### src/rtl/csr_seq_consts.svh
// Purpose: Shared widths and reset values of the context save and restore sequencer
// Assumes: Included by bare name from the package and the design
// Notes: Definitions only
`ifndef CSR_SEQ_CONSTS_SVH
`define CSR_SEQ_CONSTS_SVH

// Real-time count, match value and stamp width
`define CSR_CNT_W 40
// Reset values of the counter, the match value and the version count
`define CSR_CNT_RESET 40'h00_0000_0000
`define CSR_MATCH_RESET 40'hFF_FFFF_FFFF
`define CSR_VER_RESET 40'h00_0000_0000
// Word offset of the stamp inside a saved slot; context words follow it
`define CSR_STAMP_WORD 0
`define CSR_DATA_WORD0 1

`endif

### src/rtl/csr_seq_pkg.sv
// Purpose: Types of the context save and restore sequencer
// Assumes: Constants come from csr_seq_consts.svh
// Notes: State codes are one-hot
`include "csr_seq_consts.svh"

package csr_seq_pkg;

    typedef logic [`CSR_CNT_W-1:0] stamp_t;

    typedef enum logic [6:0] {
        ST_IDLE  = 7'h01,
        ST_STAGE = 7'h02,
        ST_PROG  = 7'h04,
        ST_SLEEP = 7'h08,
        ST_SCAN  = 7'h10,
        ST_LOAD  = 7'h20,
        ST_DONE  = 7'h40
    } state_t;

endpackage

### src/rtl/context_save_restore_sequencer.sv
// Purpose: Saves fabric context with a stamp to flash, sleeps, wakes and restores it
// Assumes: One clock sys_clk; crystal clock and wake pin are sampled as plain inputs
// Notes: Flash and context source answer on sys_clk
// Functional notes
// - 40-bit counter, 40-bit match value, match flag
// - Counter stamps contexts (version count if useVersion) and wakes at match
// - Count and match readable and writable by fabric
// - Counter advances on external crystal clock
// - Save stages context plus stamp first
// - Staged context then written to flash
// - Regulator off only after flash write ends
// - Regulator back on at match or wake
// - After wake, reload context from flash
// - Flash keeps several slots, each stamped
`timescale 1ns/1ps
`include "csr_seq_consts.svh"

module context_save_restore_sequencer
    import csr_seq_pkg::*;
#(
    parameter int WORDS = 8,
    parameter int DW = 32,
    parameter int NSLOT = 4,
    parameter int AW = 16
) (
    // Clock and reset
    input wire logic sys_clk,
    input wire logic rst,
    // External pins
    input wire logic xtalClk,
    input wire logic wakeIn,
    output logic regEn,
    // Fabric access to the counter
    input wire logic countWr,
    input wire logic [`CSR_CNT_W-1:0] countWrData,
    input wire logic matchWr,
    input wire logic [`CSR_CNT_W-1:0] matchWrData,
    input wire logic matchFlagClr,
    output logic [`CSR_CNT_W-1:0] rtcCount,
    output logic [`CSR_CNT_W-1:0] rtcMatch,
    output logic matchFlag,
    // Save control
    input wire logic saveReq,
    input wire logic useVersion,
    // Context source, read combinationally
    output logic [$clog2(WORDS)-1:0] ctxAddr,
    input wire logic [DW-1:0] ctxRdData,
    // Flash port
    output logic flashReq,
    output logic flashWe,
    output logic [AW-1:0] flashAddr,
    output logic [`CSR_CNT_W-1:0] flashWrData,
    input wire logic [`CSR_CNT_W-1:0] flashRdData,
    input wire logic flashDone,
    // Restore output
    output logic rstWrEn,
    output logic [$clog2(WORDS)-1:0] rstAddr,
    output logic [DW-1:0] rstData,
    output logic restoreDone,
    output logic appReady
);

    localparam int IW = $clog2(WORDS);
    localparam int SW = $clog2(NSLOT);
    localparam int WW = $clog2(WORDS + 1);

    function automatic logic [AW-1:0] slotAddr(input logic [SW-1:0] slot,
                                                input logic [WW-1:0] word);
        slotAddr = AW'(slot) * AW'(WORDS + 1) + AW'(word);
    endfunction

    logic xSync1_q, xSync2_q, xSync3_q;
    logic wSync1_q, wSync2_q;
    logic [`CSR_CNT_W-1:0] count_q, match_q;
    logic flag_q;
    logic tick, hit;
    state_t state_q;
    logic [DW-1:0] stage_q [WORDS];
    stamp_t stamp_q, version_q, best_q;
    logic [IW-1:0] idx_q;
    logic [WW-1:0] word_q;
    logic [SW-1:0] slot_q, scan_q, bestSlot_q;
    logic regEn_q, req_q, we_q, rstWrEn_q, done_q, ready_q;
    logic [AW-1:0] addr_q;
    logic [`CSR_CNT_W-1:0] wrData_q;
    logic [IW-1:0] rstAddr_q;
    logic [DW-1:0] rstData_q;
    logic wordLast, wakeEvt;

    // Crystal clock and wake pin synchronisers
    always_ff @(posedge sys_clk) begin
        if (rst) begin
            xSync1_q <= 1'b0;
            xSync2_q <= 1'b0;
            xSync3_q <= 1'b0;
            wSync1_q <= 1'b0;
            wSync2_q <= 1'b0;
        end else begin
            xSync1_q <= xtalClk;
            xSync2_q <= xSync1_q;
            xSync3_q <= xSync2_q;
            wSync1_q <= wakeIn;
            wSync2_q <= wSync1_q;
        end
    end

    assign tick = xSync2_q & ~xSync3_q;
    assign hit = (count_q == match_q);

    // Real-time counter and match value
    always_ff @(posedge sys_clk) begin
        if (rst) begin
            count_q <= `CSR_CNT_RESET;
            match_q <= `CSR_MATCH_RESET;
        end else begin
            if (countWr) begin
                count_q <= countWrData;
            end else if (tick) begin
                count_q <= count_q + 40'h00_0000_0001;
            end
            if (matchWr) begin
                match_q <= matchWrData;
            end
        end
    end

    // Sticky match flag; a hit in the clearing cycle wins
    always_ff @(posedge sys_clk) begin
        if (rst) begin
            flag_q <= 1'b0;
        end else if (hit) begin
            flag_q <= 1'b1;
        end else if (matchFlagClr) begin
            flag_q <= 1'b0;
        end
    end

    assign wordLast = (word_q == WW'(WORDS));
    assign wakeEvt = flag_q | wSync2_q;

    // Sequencer state
    always_ff @(posedge sys_clk) begin
        if (rst) begin
            state_q <= ST_IDLE;
        end else begin
            case (state_q)
                ST_IDLE: begin
                    if (saveReq) begin
                        state_q <= ST_STAGE;
                    end
                end
                ST_STAGE: begin
                    if (idx_q == IW'(WORDS - 1)) begin
                        state_q <= ST_PROG;
                    end
                end
                ST_PROG: begin
                    if (flashDone && wordLast) begin
                        state_q <= ST_SLEEP;
                    end
                end
                ST_SLEEP: begin
                    if (wakeEvt) begin
                        state_q <= ST_SCAN;
                    end
                end
                ST_SCAN: begin
                    if (flashDone && scan_q == SW'(NSLOT - 1)) begin
                        state_q <= ST_LOAD;
                    end
                end
                ST_LOAD: begin
                    if (flashDone && wordLast) begin
                        state_q <= ST_DONE;
                    end
                end
                ST_DONE: begin
                    state_q <= ST_IDLE;
                end
                default: begin
                    state_q <= ST_IDLE;
                end
            endcase
        end
    end

    // Staging in on-chip storage, stamp taken at entry
    always_ff @(posedge sys_clk) begin
        if (rst) begin
            idx_q <= '0;
            stamp_q <= `CSR_CNT_RESET;
            version_q <= `CSR_VER_RESET;
        end else if (state_q == ST_IDLE && saveReq) begin
            idx_q <= '0;
            version_q <= version_q + 40'h00_0000_0001;
            stamp_q <= useVersion ? version_q + 40'h00_0000_0001 : count_q;
        end else if (state_q == ST_STAGE) begin
            idx_q <= idx_q + IW'(1);
        end
    end

    always_ff @(posedge sys_clk) begin
        if (state_q == ST_STAGE) begin
            stage_q[idx_q] <= ctxRdData;
        end
    end

    // Word, slot and scan pointers
    always_ff @(posedge sys_clk) begin
        if (rst) begin
            word_q <= '0;
            slot_q <= '0;
            scan_q <= '0;
        end else begin
            if (state_q == ST_SCAN) begin
                word_q <= WW'(`CSR_DATA_WORD0);
            end else if (state_q == ST_STAGE || state_q == ST_SLEEP) begin
                word_q <= WW'(`CSR_STAMP_WORD);
            end else if ((state_q == ST_PROG || state_q == ST_LOAD) && flashDone) begin
                word_q <= word_q + WW'(1);
            end
            if (state_q == ST_PROG && flashDone && wordLast) begin
                slot_q <= (slot_q == SW'(NSLOT - 1)) ? '0 : slot_q + SW'(1);
            end
            if (state_q == ST_SLEEP) begin
                scan_q <= '0;
            end else if (state_q == ST_SCAN && flashDone) begin
                scan_q <= scan_q + SW'(1);
            end
        end
    end

    // Newest stamp search
    always_ff @(posedge sys_clk) begin
        if (rst) begin
            best_q <= `CSR_CNT_RESET;
            bestSlot_q <= '0;
        end else if (state_q == ST_SLEEP) begin
            best_q <= `CSR_CNT_RESET;
            bestSlot_q <= '0;
        end else if (state_q == ST_SCAN && flashDone && flashRdData >= best_q) begin
            best_q <= flashRdData;
            bestSlot_q <= scan_q;
        end
    end

    // Flash request, held until the flash answers
    always_ff @(posedge sys_clk) begin
        if (rst) begin
            req_q <= 1'b0;
            we_q <= 1'b0;
            addr_q <= '0;
            wrData_q <= '0;
        end else begin
            req_q <= 1'b0;
            we_q <= 1'b0;
            if (state_q == ST_PROG && !(flashDone && wordLast)) begin
                req_q <= 1'b1;
                we_q <= 1'b1;
                addr_q <= slotAddr(slot_q, flashDone ? word_q + WW'(1) : word_q);
                if (!flashDone && word_q == WW'(`CSR_STAMP_WORD)) begin
                    wrData_q <= stamp_q;
                end else begin
                    wrData_q <= `CSR_CNT_W'(stage_q[IW'((flashDone ? word_q : word_q - WW'(1)))]);
                end
            end else if (state_q == ST_SCAN && !(flashDone && scan_q == SW'(NSLOT - 1))) begin
                req_q <= 1'b1;
                addr_q <= slotAddr(flashDone ? scan_q + SW'(1) : scan_q,
                                   WW'(`CSR_STAMP_WORD));
            end else if (state_q == ST_LOAD && !(flashDone && wordLast)) begin
                req_q <= 1'b1;
                addr_q <= slotAddr(bestSlot_q, flashDone ? word_q + WW'(1) : word_q);
            end
        end
    end

    // Regulator enable
    always_ff @(posedge sys_clk) begin
        if (rst) begin
            regEn_q <= 1'b1;
        end else if (state_q == ST_PROG && flashDone && wordLast) begin
            regEn_q <= 1'b0;
        end else if (state_q == ST_SLEEP && wakeEvt) begin
            regEn_q <= 1'b1;
        end
    end

    // Restore writes and completion
    always_ff @(posedge sys_clk) begin
        if (rst) begin
            rstWrEn_q <= 1'b0;
            rstAddr_q <= '0;
            rstData_q <= '0;
            done_q <= 1'b0;
            ready_q <= 1'b1;
        end else begin
            rstWrEn_q <= 1'b0;
            done_q <= 1'b0;
            if (state_q == ST_LOAD && flashDone) begin
                rstWrEn_q <= 1'b1;
                rstAddr_q <= IW'(word_q - WW'(`CSR_DATA_WORD0));
                rstData_q <= DW'(flashRdData);
            end
            if (state_q == ST_IDLE && saveReq) begin
                ready_q <= 1'b0;
            end else if (state_q == ST_DONE) begin
                done_q <= 1'b1;
                ready_q <= 1'b1;
            end
        end
    end

    assign regEn = regEn_q;
    assign rtcCount = count_q;
    assign rtcMatch = match_q;
    assign matchFlag = flag_q;
    assign ctxAddr = idx_q;
    assign flashReq = req_q;
    assign flashWe = we_q;
    assign flashAddr = addr_q;
    assign flashWrData = wrData_q;
    assign rstWrEn = rstWrEn_q;
    assign rstAddr = rstAddr_q;
    assign rstData = rstData_q;
    assign restoreDone = done_q;
    assign appReady = ready_q;
endmodule

### config.mk
export PLATFORM = sky130hd
export DESIGN_NAME = context_save_restore_sequencer
export DESIGN_NICKNAME = d
export VERILOG_FILES = /design/src/rtl/csr_seq_pkg.sv /design/src/rtl/context_save_restore_sequencer.sv
export VERILOG_INCLUDE_DIRS = /design/src /design/src/rtl
export SDC_FILE = /design/constraint.sdc
export NUM_CORES = 1
export LEC_CHECK = 0
export ABC_AREA = 0
export CAP_MARGIN = 5
export CORE_ASPECT_RATIO = 2
export CORE_UTILIZATION = 30
export CTS_CLUSTER_SIZE = 20
export DETAILED_ROUTE_END_ITERATION = 16
export DONT_BUFFER_PORTS = 1
export SETUP_SLACK_MARGIN = 0.15
export SYNTH_ARGS = -nofsm -noshare
export SYNTH_HDL_FRONTEND = slang
export SYNTH_SLANG_ARGS = --single-unit
### constraint.sdc
create_clock -name sys_clk -period 13.8 [get_ports sys_clk]
set_clock_uncertainty 0.15 [all_clocks]
set_input_delay 2.76 -clock sys_clk [delete_from_list [all_inputs] [get_ports sys_clk]]
set_output_delay 2.76 -clock sys_clk [all_outputs]
set_load 0.02 [all_outputs]
==> qor.csv, run 1 <==
stage;metric;value;unit
timing;rsz0062_at_grt;false;
route;postRouteAntennaNets;0;
hold_path;hold_path.class;reg -> reg;
cells_and_area;final_cell_mix;dfxtp_1 (313), edfxtp_1 (256), nand2_1 (255);
timing;fmax;192.5;MHz
critical_path;worstSetupPathType;in -> reg;
logic_synthesis;synth_area_leader_cell;edfxtp_1;
logic_synthesis;synth_top_area_frac;0.3020;
critical_path;slowest_stage;nor4_1;
status;status;finished clean;
job;drv_cap;0;
route;drtIter0Drc;1093;
placed_design;routabilityCongestion;0.8885;
logic_synthesis;synth_cell_types;83;
cells_and_area;fillers;8245;
logic_synthesis;synthCells;2210;
cells_and_area;syn2layout_area_growth;10.31;%
cts;htreeDepth;2;
timing;slew_headroom;0.2943;
die;die_h;414.0;um
timing;worstMarginPinSlew;1.053;ns
critical_path;startpoint;flashRdData[38];
route;met3_wirelength;6172;um
critical_path;startpoint_type;input pin;
die;io_pins;343;
timing;finalHoldViolCount;0;
route;wire_per_inst;23.10;um
cts;cts_resized;0;
logic_synthesis;synthFlopType;dfxtp_1;
cts;cts_sinks;569;
cts;cts_setup_buffers;0;
route;via_per_inst;5.241;
placed_design;io_buffers;0;
pwr;ir_drop;104.1;uV
logic_synthesis;synth_seq_cells;569;
critical_path;cp_cell_sequence;ha_1 -> nand4_1 -> nor4_1 -> o311ai_2 -> a31oi_4 -> buf_4 -> mux2i_1;
critical_path;cp_top_family;simple AND/OR/NAND/NOR gates;
critical_path;reg2reg_to;stage_q[5][22]$_DFFE_PP_;
critical_path;worst-r2r-cell-count;6;
die;die_w;208.0;um
cells_and_area;seqCellArea;0.01395;mm^2
placed_design;dp_hpwl;51470;um
logic_synthesis;synth_area;0.02546;mm^2
critical_path;reg2reg_from;state_q[6]$_SDFFE_PP0P_;
cts;cts_max_path_buffers;3;
critical_path;required;14.18;ns
logic_synthesis;synth_edf_count;256;
die;rows;150;
cells_and_area;nets;2366;
die;core_region_area;0.08371;mm^2
cts;clkLatencyLatePin;0.64;ns
route;route.detailed.drc;0;
timing;finalCritPeriodShare;0.3764;
pwr;p_leak;0.009388;uW
cts;clk_pin_slew;0.07;ns
logic_synthesis;synthArstFlopShare;0;
critical_path;crit_buf_inv;1;
logic_synthesis;synth.area.top_cells;edfxtp_1 (30%), dfxtp_1 (25%), mux4_2 (5.7%);
route;drt_wl_total;75060;um
cts;cts_made_buffers;53;
timing;slew_violations;0;
pwr;finalPower;3578;uW
cells_and_area;layout-drive-gt1-share;0.1035;
pwr;powerDensity;127.4;mW/mm^2
critical_path;arrival;5.57;ns
cells_and_area;instances_no_fill;3249;
global_routing;antenna_found_initial;4;
hold_path;hp-start;xSync1_q$_SDFF_PP0_;
logic_synthesis;yosysWarnings;0;
route;wl_met1;27270;um
critical_path;path_max_fanout;36;
cells_and_area;multi_input_area;0.01060;mm^2
cts;cts_tree;yes;
route;drt_pre_antenna_iters;7;
critical_path;worstSetupEndpointType;flop;
placed_design;dp_cells;3150;
global_routing;grt_max_degree;247;
timing;tns;0;ns
cts;cts_hold_buf;0;
timing;layout_setup_ws;8.606;ns
cts;root_buffer;clkbuf_16;
logic_synthesis;ys_seq_area_frac;0.5481;
global_routing;grt-ovfl-total;0;
critical_path;crit_cells;7;
placed_design;preCtsSetupSlack;8.004;ns
global_routing;grt_use_total;0.1703;
timing;hold_ws;0.2960;ns
timing;post-route-min-period;5.194;ns
logic_synthesis;avgSynthCellArea;11.52;um^2
global_routing;grt_pass1_wl;110300;um
die;start_util;0.3041;
critical_path;endpoint;best_q[37]$_SDFFE_PP0P_;
route;wl_met2;38600;um
global_routing;grt_pass1_vias;17110;
critical_path;slowest_delay;0.73;ns
die;die_area;0.08610;mm^2
cells_and_area;final_common_cell;dfxtp_1;
timing;setup_viol;0;
critical_path;rrSetupSlack;10.32;ns
route;vias;17030;
route;routed.top_layer;met5;
[synthesized netlist by cell type, drive strengths merged (11+ instances only)]
| cell type | count |
|---|---|
| and3 | 25 |
| mux4 | 64 |
| nand2 | 256 |
| a31o | 32 |
| xnor2 | 75 |
| a211o | 44 |
| nor2 | 182 |
| a21oi | 105 |
| nor4 | 24 |
| or3 | 14 |
| nand4 | 37 |
| buf | 72 |
| o21ai | 36 |
| nand3 | 46 |
| nor2b | 49 |
| nor3 | 34 |
| ha | 61 |
| edfxtp | 256 |
| dfxtp | 313 |
| mux2i | 89 |
| a211oi | 36 |
| a221oi | 11 |
| a2111oi | 33 |
| inv | 56 |
| clkbuf | 85 |
| a22o | 14 |
| xor2 | 71 |
[how the worst min path moves through the flow]
stage / cells past startpoint / end / slack [ns]
final: 1 / xSync2_q$_SDFF_PP0_ / 0.30
after global placement: 1 / wSync2_q$_SDFF_PP0_ / 0.28
after floorplan: 1 / wSync2_q$_SDFF_PP0_ / 0.26
after global routing: 1 / xSync2_q$_SDFF_PP0_ / 0.32
after CTS: 1 / xSync2_q$_SDFF_PP0_ / 0.30
after detailed placement: 1 / xSync2_q$_SDFF_PP0_ / 0.28
[registers in the layout, summed over array words and instances, names as in the netlist, 32 cells and up]
name         flops
rstData         32
rtcCount        40
stamp_q         40
rtcMatch        40
flashWrData     40
version_q       40
best_q          40
stage_q        256
[worst register-to-register path, delay by kind of cell (launching register included)]
| kind | cells | cell delay (ns) |
|---|---|---|
| simple gates | 5 | 2.07 |
| buf+inv | 1 | 0.51 |
| flops | 1 | 0.36 |
[stage by stage]
step,area [um^2],util
2_1_floorplan,25490,-
3_3_place_gp,26280,0.3139
3_5_place_dp,26280,0.3139
4_1_cts,28080,0.3355
5_1_grt,28080,0.3355
6_report,28080,0.3355
[where the power goes]
part           total, uW  switching [uW]  leakage [uW]  internal (uW)
Combinational        185             107       0.00367           78.3
Sequential          1850            62.1       0.00485           1790
Clock               1540             685      0.000863            860
Total               3580             853       0.00939           2720
[cell type report]
| class | count | share of cell area |
|---|---|---|
| Sequential cell | 569 | 0.4969 |
| Multi-Input combinational cell | 1437 | 0.3775 |
| Clock buffer | 69 | 0.05150 |
| Tap cell | 1064 | 0.04740 |
| Clock inverter | 29 | 0.01274 |
| Inverter | 56 | 0.007485 |
| Timing Repair Buffer | 24 | 0.006416 |
| Antenna cell | 1 | 0.00008911 |
[cells by family after synthesis]
family | after synthesis | share of synthesized area
compound gates | 354 | 0.09947
xor+xnor | 146 | 0.05126
fa+ha+maj | 63 | 0.03155
buf+inv | 213 | 0.03956
flops | 569 | 0.5481
mux | 154 | 0.09205
other cells | 1 | 0.0001473
simple gates | 710 | 0.1379
[per-layer routing]
layer,vias to the layer above,GRT usage
li1,7896,-
met1,8477,0.1769
met2,537,0.3121
met3,112,0.05469
met4,6,0.07369
met5,-,0
Power figures use the tool's default switching activity.
==> run 2, diff against run 1 <==
clock period = 4.2 ns   (was 13.8 ns; I/O delays follow)
==> run 2 against run 1 <==
Net effect: count of clock-buffer cells in the layout increased by 1; sequential share of layout area fell by 0.33 points; setup slack got worse by 7.6 ns; via count about the same; core utilization rose by 0.22 points; sequential cell count stayed put; register-to-register slack worse by 9.4 ns; sequential power rose to 3.3 times the previous value; design area is 0.67% higher; critical endpoint is now flashWrData[3]$_SDFFE_PP0P_; cell count is 0.62% higher; critical path depth increased by 2.
==> qor.csv, run 2 (synthesis gave the netlist of run 1 again) <==
stage;metric;value;unit
timing;rsz0062_at_grt;false;
timing;setup_viol;0;
route;wire_per_inst;22.58;um
die;io_pins;343;
status;status;finished clean;
cts;cts_hold_buf;0;
cts;cts_sinks;569;
timing;finalHoldViolCount;0;
cells_and_area;largest-register;stage_q;
global_routing;grt_pass1_wl;110000;um
pwr;ir_drop;325.2;uV
die;rows;150;
hold_path;hold_path_depth;0;
critical_path;worstSetupEndpointType;flop;
cts;root_buffer;clkbuf_16;
timing;tns;0;ns
route;drtIter0Drc;939;
route;drt_pre_antenna_iters;5;
route;postRouteAntennaNets;0;
cells_and_area;largest_register_ffs;256;
die;start_util;0.3041;
cts;clkLatencyLatePin;0.62;ns
global_routing;antenna_found_initial;8;
cts;cts_setup_buffers;0;
route;route.detailed.drc;0;
hold_path;hp-start;ctxRdData[27];
cells_and_area;nets;2386;
cts;htreeDepth;2;
cts;cts_made_buffers;52;
pwr;p_leak;0.009513;uW
cells_and_area;layout-drive-gt1-share;0.1129;
critical_path;slowest_stage;dfxtp_1;
critical_path;reg2reg_to;flashWrData[3]$_SDFFE_PP0P_;
critical_path;worstSetupPathType;reg -> reg;
timing;fmax;308.3;MHz
critical_path;required;4.56;ns
route;vias;17030;
cts;cts_resized;0;
route;drt_wl_total;73800;um
cells_and_area;final_common_cell;dfxtp_1;
timing;slew_headroom;0.2962;
cts;cts_tree;yes;
critical_path;rrSetupSlack;0.96;ns
cells_and_area;final_area;0.02827;mm^2
cells_and_area;num_antenna_cells;0;
critical_path;cp_top_family;multiplexers;
hold_path;hold_path.class;in -> reg;
pwr;powerDensity;413.3;mW/mm^2
route;via_per_inst;5.210;
critical_path;arrival;3.60;ns
timing;worstMarginPinSlew;1.054;ns
timing;finalCritPeriodShare;0.7722;
placed_design;preCtsSetupSlack;0.8250;ns
timing;post-route-min-period;3.243;ns
timing;layout_setup_ws;0.9569;ns
cts;clk_pin_slew;0.07;ns
critical_path;slowest_delay;0.56;ns
timing;hold_ws;0.1625;ns
critical_path;path_max_fanout;12;
global_routing;grt_use_total;0.1687;
placed_design;io_buffers;0;
global_routing;grt_pass1_vias;17530;
critical_path;cp_cell_sequence;inv_1 -> ha_1 -> nor2b_2 -> xnor2_4 -> buf_4 -> mux4_2 -> mux2i_1 -> a2111oi_0 -> a31o_1;
die;die_h;414.0;um
placed_design;placedInstanceArea;0.02649;mm^2
global_routing;grt_max_degree;247;
global_routing;grt-ovfl-total;0;
die;core_region_area;0.08371;mm^2
job;drv_cap;0;
critical_path;reg2reg_from;word_q[0]$_SDFFE_PP0P_;
timing;slew_violations;0;
cts;cts_max_path_buffers;3;
cells_and_area;syn2layout_area_growth;11.05;%
critical_path;startpoint_type;flop;
die;die_area;0.08610;mm^2
die;die_w;208.0;um
cells_and_area;final_cell_mix;dfxtp_1 (313), edfxtp_1 (256), nand2_1 (255);
hold_path;min_to;stage_q[6][27]$_DFFE_PP_;
placed_design;dp_hpwl;51920;um
critical_path;worst-r2r-cell-count;9;
critical_path;crit_buf_inv;2;
placed_design;routabilityCongestion;0.8332;
-- run 2: cell count changes in the layout (fill, tap and decap cells not counted), sizes merged --
cell      change
buf          +21
clkinv        +6
clkinvlp      -4
inv           -2
bufinv        -1
clkbuf        +1
diode         -1
-- run 2: how the worst max path moves through the flow --
stage | start | to | slack (ns) | depth (start not counted)
5_1_grt | word_q[0]$_SDFFE_PP0P_ | flashWrData[22]$_SDFFE_PP0P_ | 0.74 | 9
3_5_place_dp | flashRdData[31] | best_q[21]$_SDFFE_PP0P_ | 0.82 | 7
3_3_place_gp | flashRdData[31] | best_q[36]$_SDFFE_PP0P_ | 0.84 | 7
4_1_cts | word_q[0]$_SDFFE_PP0P_ | flashWrData[3]$_SDFFE_PP0P_ | 0.89 | 9
6_report | word_q[0]$_SDFFE_PP0P_ | flashWrData[3]$_SDFFE_PP0P_ | 0.96 | 9
2_1_floorplan | state_q[6]$_SDFFE_PP0P_ | stage_q[2][0]$_DFFE_PP_ | 0.03 | 4
-- run 2: routing by layer --
| metal | vias to the layer above | track usage | wire length [um] |
|---|---|---|---|
| li1 | 7933 | - | - |
| met1 | 8375 | 0.1777 | 27400 |
| met2 | 569 | 0.3023 | 36940 |
| met3 | 137 | 0.05817 | 6287 |
| met4 | 16 | 0.07522 | 3077 |
| met5 | - | 0 | 99 |
-- run 2: area by class of cell --
| type | count | area [um^2] |
|---|---|---|
| fillers | 8250 | 55430 |
| multi-input cells | 1437 | 10620 |
| inverters | 56 | 210.2 |
| clock inverters | 28 | 334.1 |
| clock buffers | 70 | 1449 |
| repair buffers | 45 | 375.4 |
| flip-flops and latches | 569 | 13950 |
| well taps | 1064 | 1331 |
-- run 2: per-stage QoR --
stage               total power (uW)  utilization  cells
floorplan                       6655            -   2219
global placement                6818       0.3164   3171
detailed placement              6833       0.3164   3171
CTS                            11850       0.3377   3269
global route                   12090       0.3377   3269
finish                         11680       0.3377   3269
-- run 2: power breakdown --
| part | internal, uW | switching, uW | total, uW |
|---|---|---|---|
| combinational | 273 | 382 | 656 |
| sequential | 5870 | 176 | 6050 |
| clock | 2760 | 2220 | 4980 |
| total | 8910 | 2780 | 11700 |
==> run 3, diff against run 2 <==
ABC_AREA = 1   (was 0)
clock period = 3 ns   (was 4.2 ns; I/O delays follow)
==> run 3 against run 2 <==
Net effect: sequential power increased by 43%; core utilization increased by 2.2 points; fmax increased by 19%; critical path depth decreased by 1; routed wire length increased by 19%.
==> qor.csv, run 3 <==
stage;metric;value;unit
cts;cts_setup_buffers;0;
cts;clkLatencyLatePin;0.65;ns
timing;post-route-min-period;2.724;ns
cells_and_area;multi_input_area;0.01049;mm^2
die;rows;152;
route;routed.top_layer;met5;
pwr;internal_power;12860;uW
logic_synthesis;synth_area_leader_cell;edfxtp_1;
die;die_w;209.8;um
placed_design;routabilityCongestion;0.9964;
die;io_pins;343;
pwr;p_sw_frac;0.2775;
cts;cts_made_buffers;52;
route;drt_wl_total;87890;um
critical_path;required;3.39;ns
global_routing;grt_pass1_vias;21260;
timing;tns;0;ns
placed_design;dp_hpwl;58790;um
global_routing;grt_use_total;0.1969;
timing;fmax;367.1;MHz
logic_synthesis;synth.area.top_cells;edfxtp_1 (30%), dfxtp_1 (24%), nand2_1 (8.0%);
cells_and_area;final_cell_mix;nand2_1 (551), nor2_1 (380), dfxtp_1 (311);
logic_synthesis;synthFlopType;dfxtp_1;
job;drv_cap;0;
cells_and_area;nets;3278;
logic_synthesis;yosysMostFrequentCell;nand2_1;
logic_synthesis;avgSynthCellArea;8.874;um^2
critical_path;startpoint_type;flop;
pwr;p_leak;0.01153;uW
critical_path;path_max_fanout;5;
cells_and_area;largest-register;stage_q;
route;drtIter0Drc;1540;
timing;hold_ws;0.03870;ns
logic_synthesis;ys_seq_area_frac;0.5383;
logic_synthesis;synth_edf_count;256;
route;vias;21480;
die;core_region_area;0.08577;mm^2
logic_synthesis;synth_commonest_cells;nand2_1 (552), nor2_1 (386), dfxtp_1 (313), edfxtp_1 (256), inv_1 (212);
placed_design;preCtsSetupSlack;0.2382;ns
pwr;p_sw;4940;uW
timing;slew_headroom;0.3415;
pwr;seq_power_share;0.487;
hold_path;hold_path.class;in -> reg;
cells_and_area;layout-drive-gt1-share;0.07986;
cells_and_area;syn2layout_area_growth;19.09;%
route;wl_met2;42510;um
pwr;clkPwrFrac;0.393;
logic_synthesis;synthCells;2921;
status;status;finished clean;
timing;rsz0062_at_grt;true;
placed_design;io_buffers;0;
global_routing;grt_pass1_wl;130000;um
cts;cts_tree;yes;
timing;layout_setup_ws;0.2759;ns
route;wire_per_inst;20.66;um
cells_and_area;final_area;0.03087;mm^2
logic_synthesis;synth_seq_cells;569;
pwr;combPwrFrac;0.120;
die;die_h;417.7;um
cells_and_area;fillers;8552;
cells_and_area;largest_register_ffs;256;
critical_path;worstSetupPathType;reg -> reg;
route;route.detailed.drc;0;
cells_and_area;final_common_cell;nand2_1;
critical_path;worstSetupEndpointType;flop;
global_routing;grt_max_degree;129;
pwr;powerDensity;576.8;mW/mm^2
global_routing;antenna_found_initial;10;
route;met3_wirelength;6592;um
route;wl_met1;32980;um
timing;slew_violations;0;
timing;finalHoldViolCount;0;
logic_synthesis;yosysWarnings;0;
placed_design;placedInstanceArea;0.02756;mm^2
logic_synthesis;synth_area;0.02592;mm^2
route;via_per_inst;5.049;
route;postRouteAntennaNets;0;
pwr;ir_drop;450.1;uV
timing;finalCritPeriodShare;0.9080;
route;drt_pre_antenna_iters;7;
die;start_util;0.3022;
die;die_area;0.08765;mm^2
cts;root_buffer;clkbuf_16;
cts;htreeDepth;2;
critical_path;arrival;3.12;ns
logic_synthesis;synth_cell_types;58;
timing;worstMarginPinSlew;0.9878;ns
cells_and_area;seqCellArea;0.01396;mm^2
global_routing;grt-ovfl-total;0;
cts;cts_sinks;569;
cts;clk_pin_slew;0.07;ns
logic_synthesis;synthArstFlopShare;0;
cts;cts_max_path_buffers;3;
timing;setup_viol;0;
logic_synthesis;synth_top_area_frac;0.2966;
==> run 3: critical path, stage by stage (launching register included) <==
cell     delay [ns]
dfxtp_1        0.57
inv_1          0.23
nand2_1        0.11
nand4_1        0.11
nor2_1         0.61
nand4_1        0.18
nor2_1         0.31
nand3_1        0.20
a21oi_1        0.15
==> run 3: power groups by stage <==
| stage | logic [uW] | registers [uW] | clock network, uW |
|---|---|---|---|
| after floorplan | 1290 | 8780 | 0 |
| after global placement | 1830 | 8840 | 0 |
| after detailed placement | 1860 | 8840 | 0 |
| after CTS | 2130 | 8670 | 7180 |
| after global routing | 2340 | 8700 | 7470 |
| final | 2130 | 8680 | 7000 |
==> run 3: worst paths after layout <==
| check | from | end | slack [ns] | cells past startpoint |
|---|---|---|---|---|
| worst min register to register | xSync1_q$_SDFF_PP0_ | xSync2_q$_SDFF_PP0_ | 0.26 | 2 |
| worst max register to register | rtcCount[25]$_SDFFE_PP0P_ | matchFlag$_SDFFE_PP0P_ | 0.28 | 8 |
| worst max-delay path | rtcCount[25]$_SDFFE_PP0P_ | matchFlag$_SDFFE_PP0P_ | 0.28 | 8 |
| worst min-delay path | countWr | rtcCount[8]$_SDFFE_PP0P_ | 0.04 | 2 |
==> run 3: timing repair <==
item | in CTS | in global routing
hold buffers | 148 | 0
gates resized for setup | 0 | 4
endpoints found under the hold margin | 428 | 0
setup endpoints to repair | 0 | 4
==> run 3: cell families (layout without fill, tap and decap cells) <==
| logic type | Yosys count | in the layout | share of synthesized area |
|---|---|---|---|
| compound gates | 634 | 634 | 0.1455 |
| xor+xnor | 89 | 89 | 0.03007 |
| fa+ha+maj | 63 | 63 | 0.03099 |
| buf+inv | 387 | 550 | 0.06290 |
| flops | 569 | 569 | 0.5383 |
| mux | 1 | 1 | 0.0003862 |
| other cells | 1 | 17 | 0.0001447 |
| simple gates | 1177 | 1177 | 0.1917 |
==> run 3: cell type report <==
class                      instances  area share
antenna                            7   0.0005675
clock buffer                      63     0.04511
clock inverter                    31     0.01228
inverter                         225     0.02781
multi-input combinational       1974      0.3398
sequential                       569      0.4521
tap                             1155     0.04682
timing repair buffer             231     0.07555
==> run 3: per-layer routing <==
| metal | up-vias | track usage |
|---|---|---|
| met2 | 849 | 0.3437 |
| li1 | 10200 | - |
| met1 | 10160 | 0.2097 |
| met3 | 271 | 0.05157 |
| met5 | - | 0 |
| met4 | 8 | 0.1241 |
==> run 3: through the flow <==
step / power [uW] / utilization / cells
after floorplan: 10070 / - / 2930
after global placement: 10670 / 0.3213 / 4006
after detailed placement: 10700 / 0.3213 / 4006
after CTS: 17980 / 0.3596 / 4248
after global routing: 18500 / 0.3598 / 4252
final: 17810 / 0.3599 / 4255
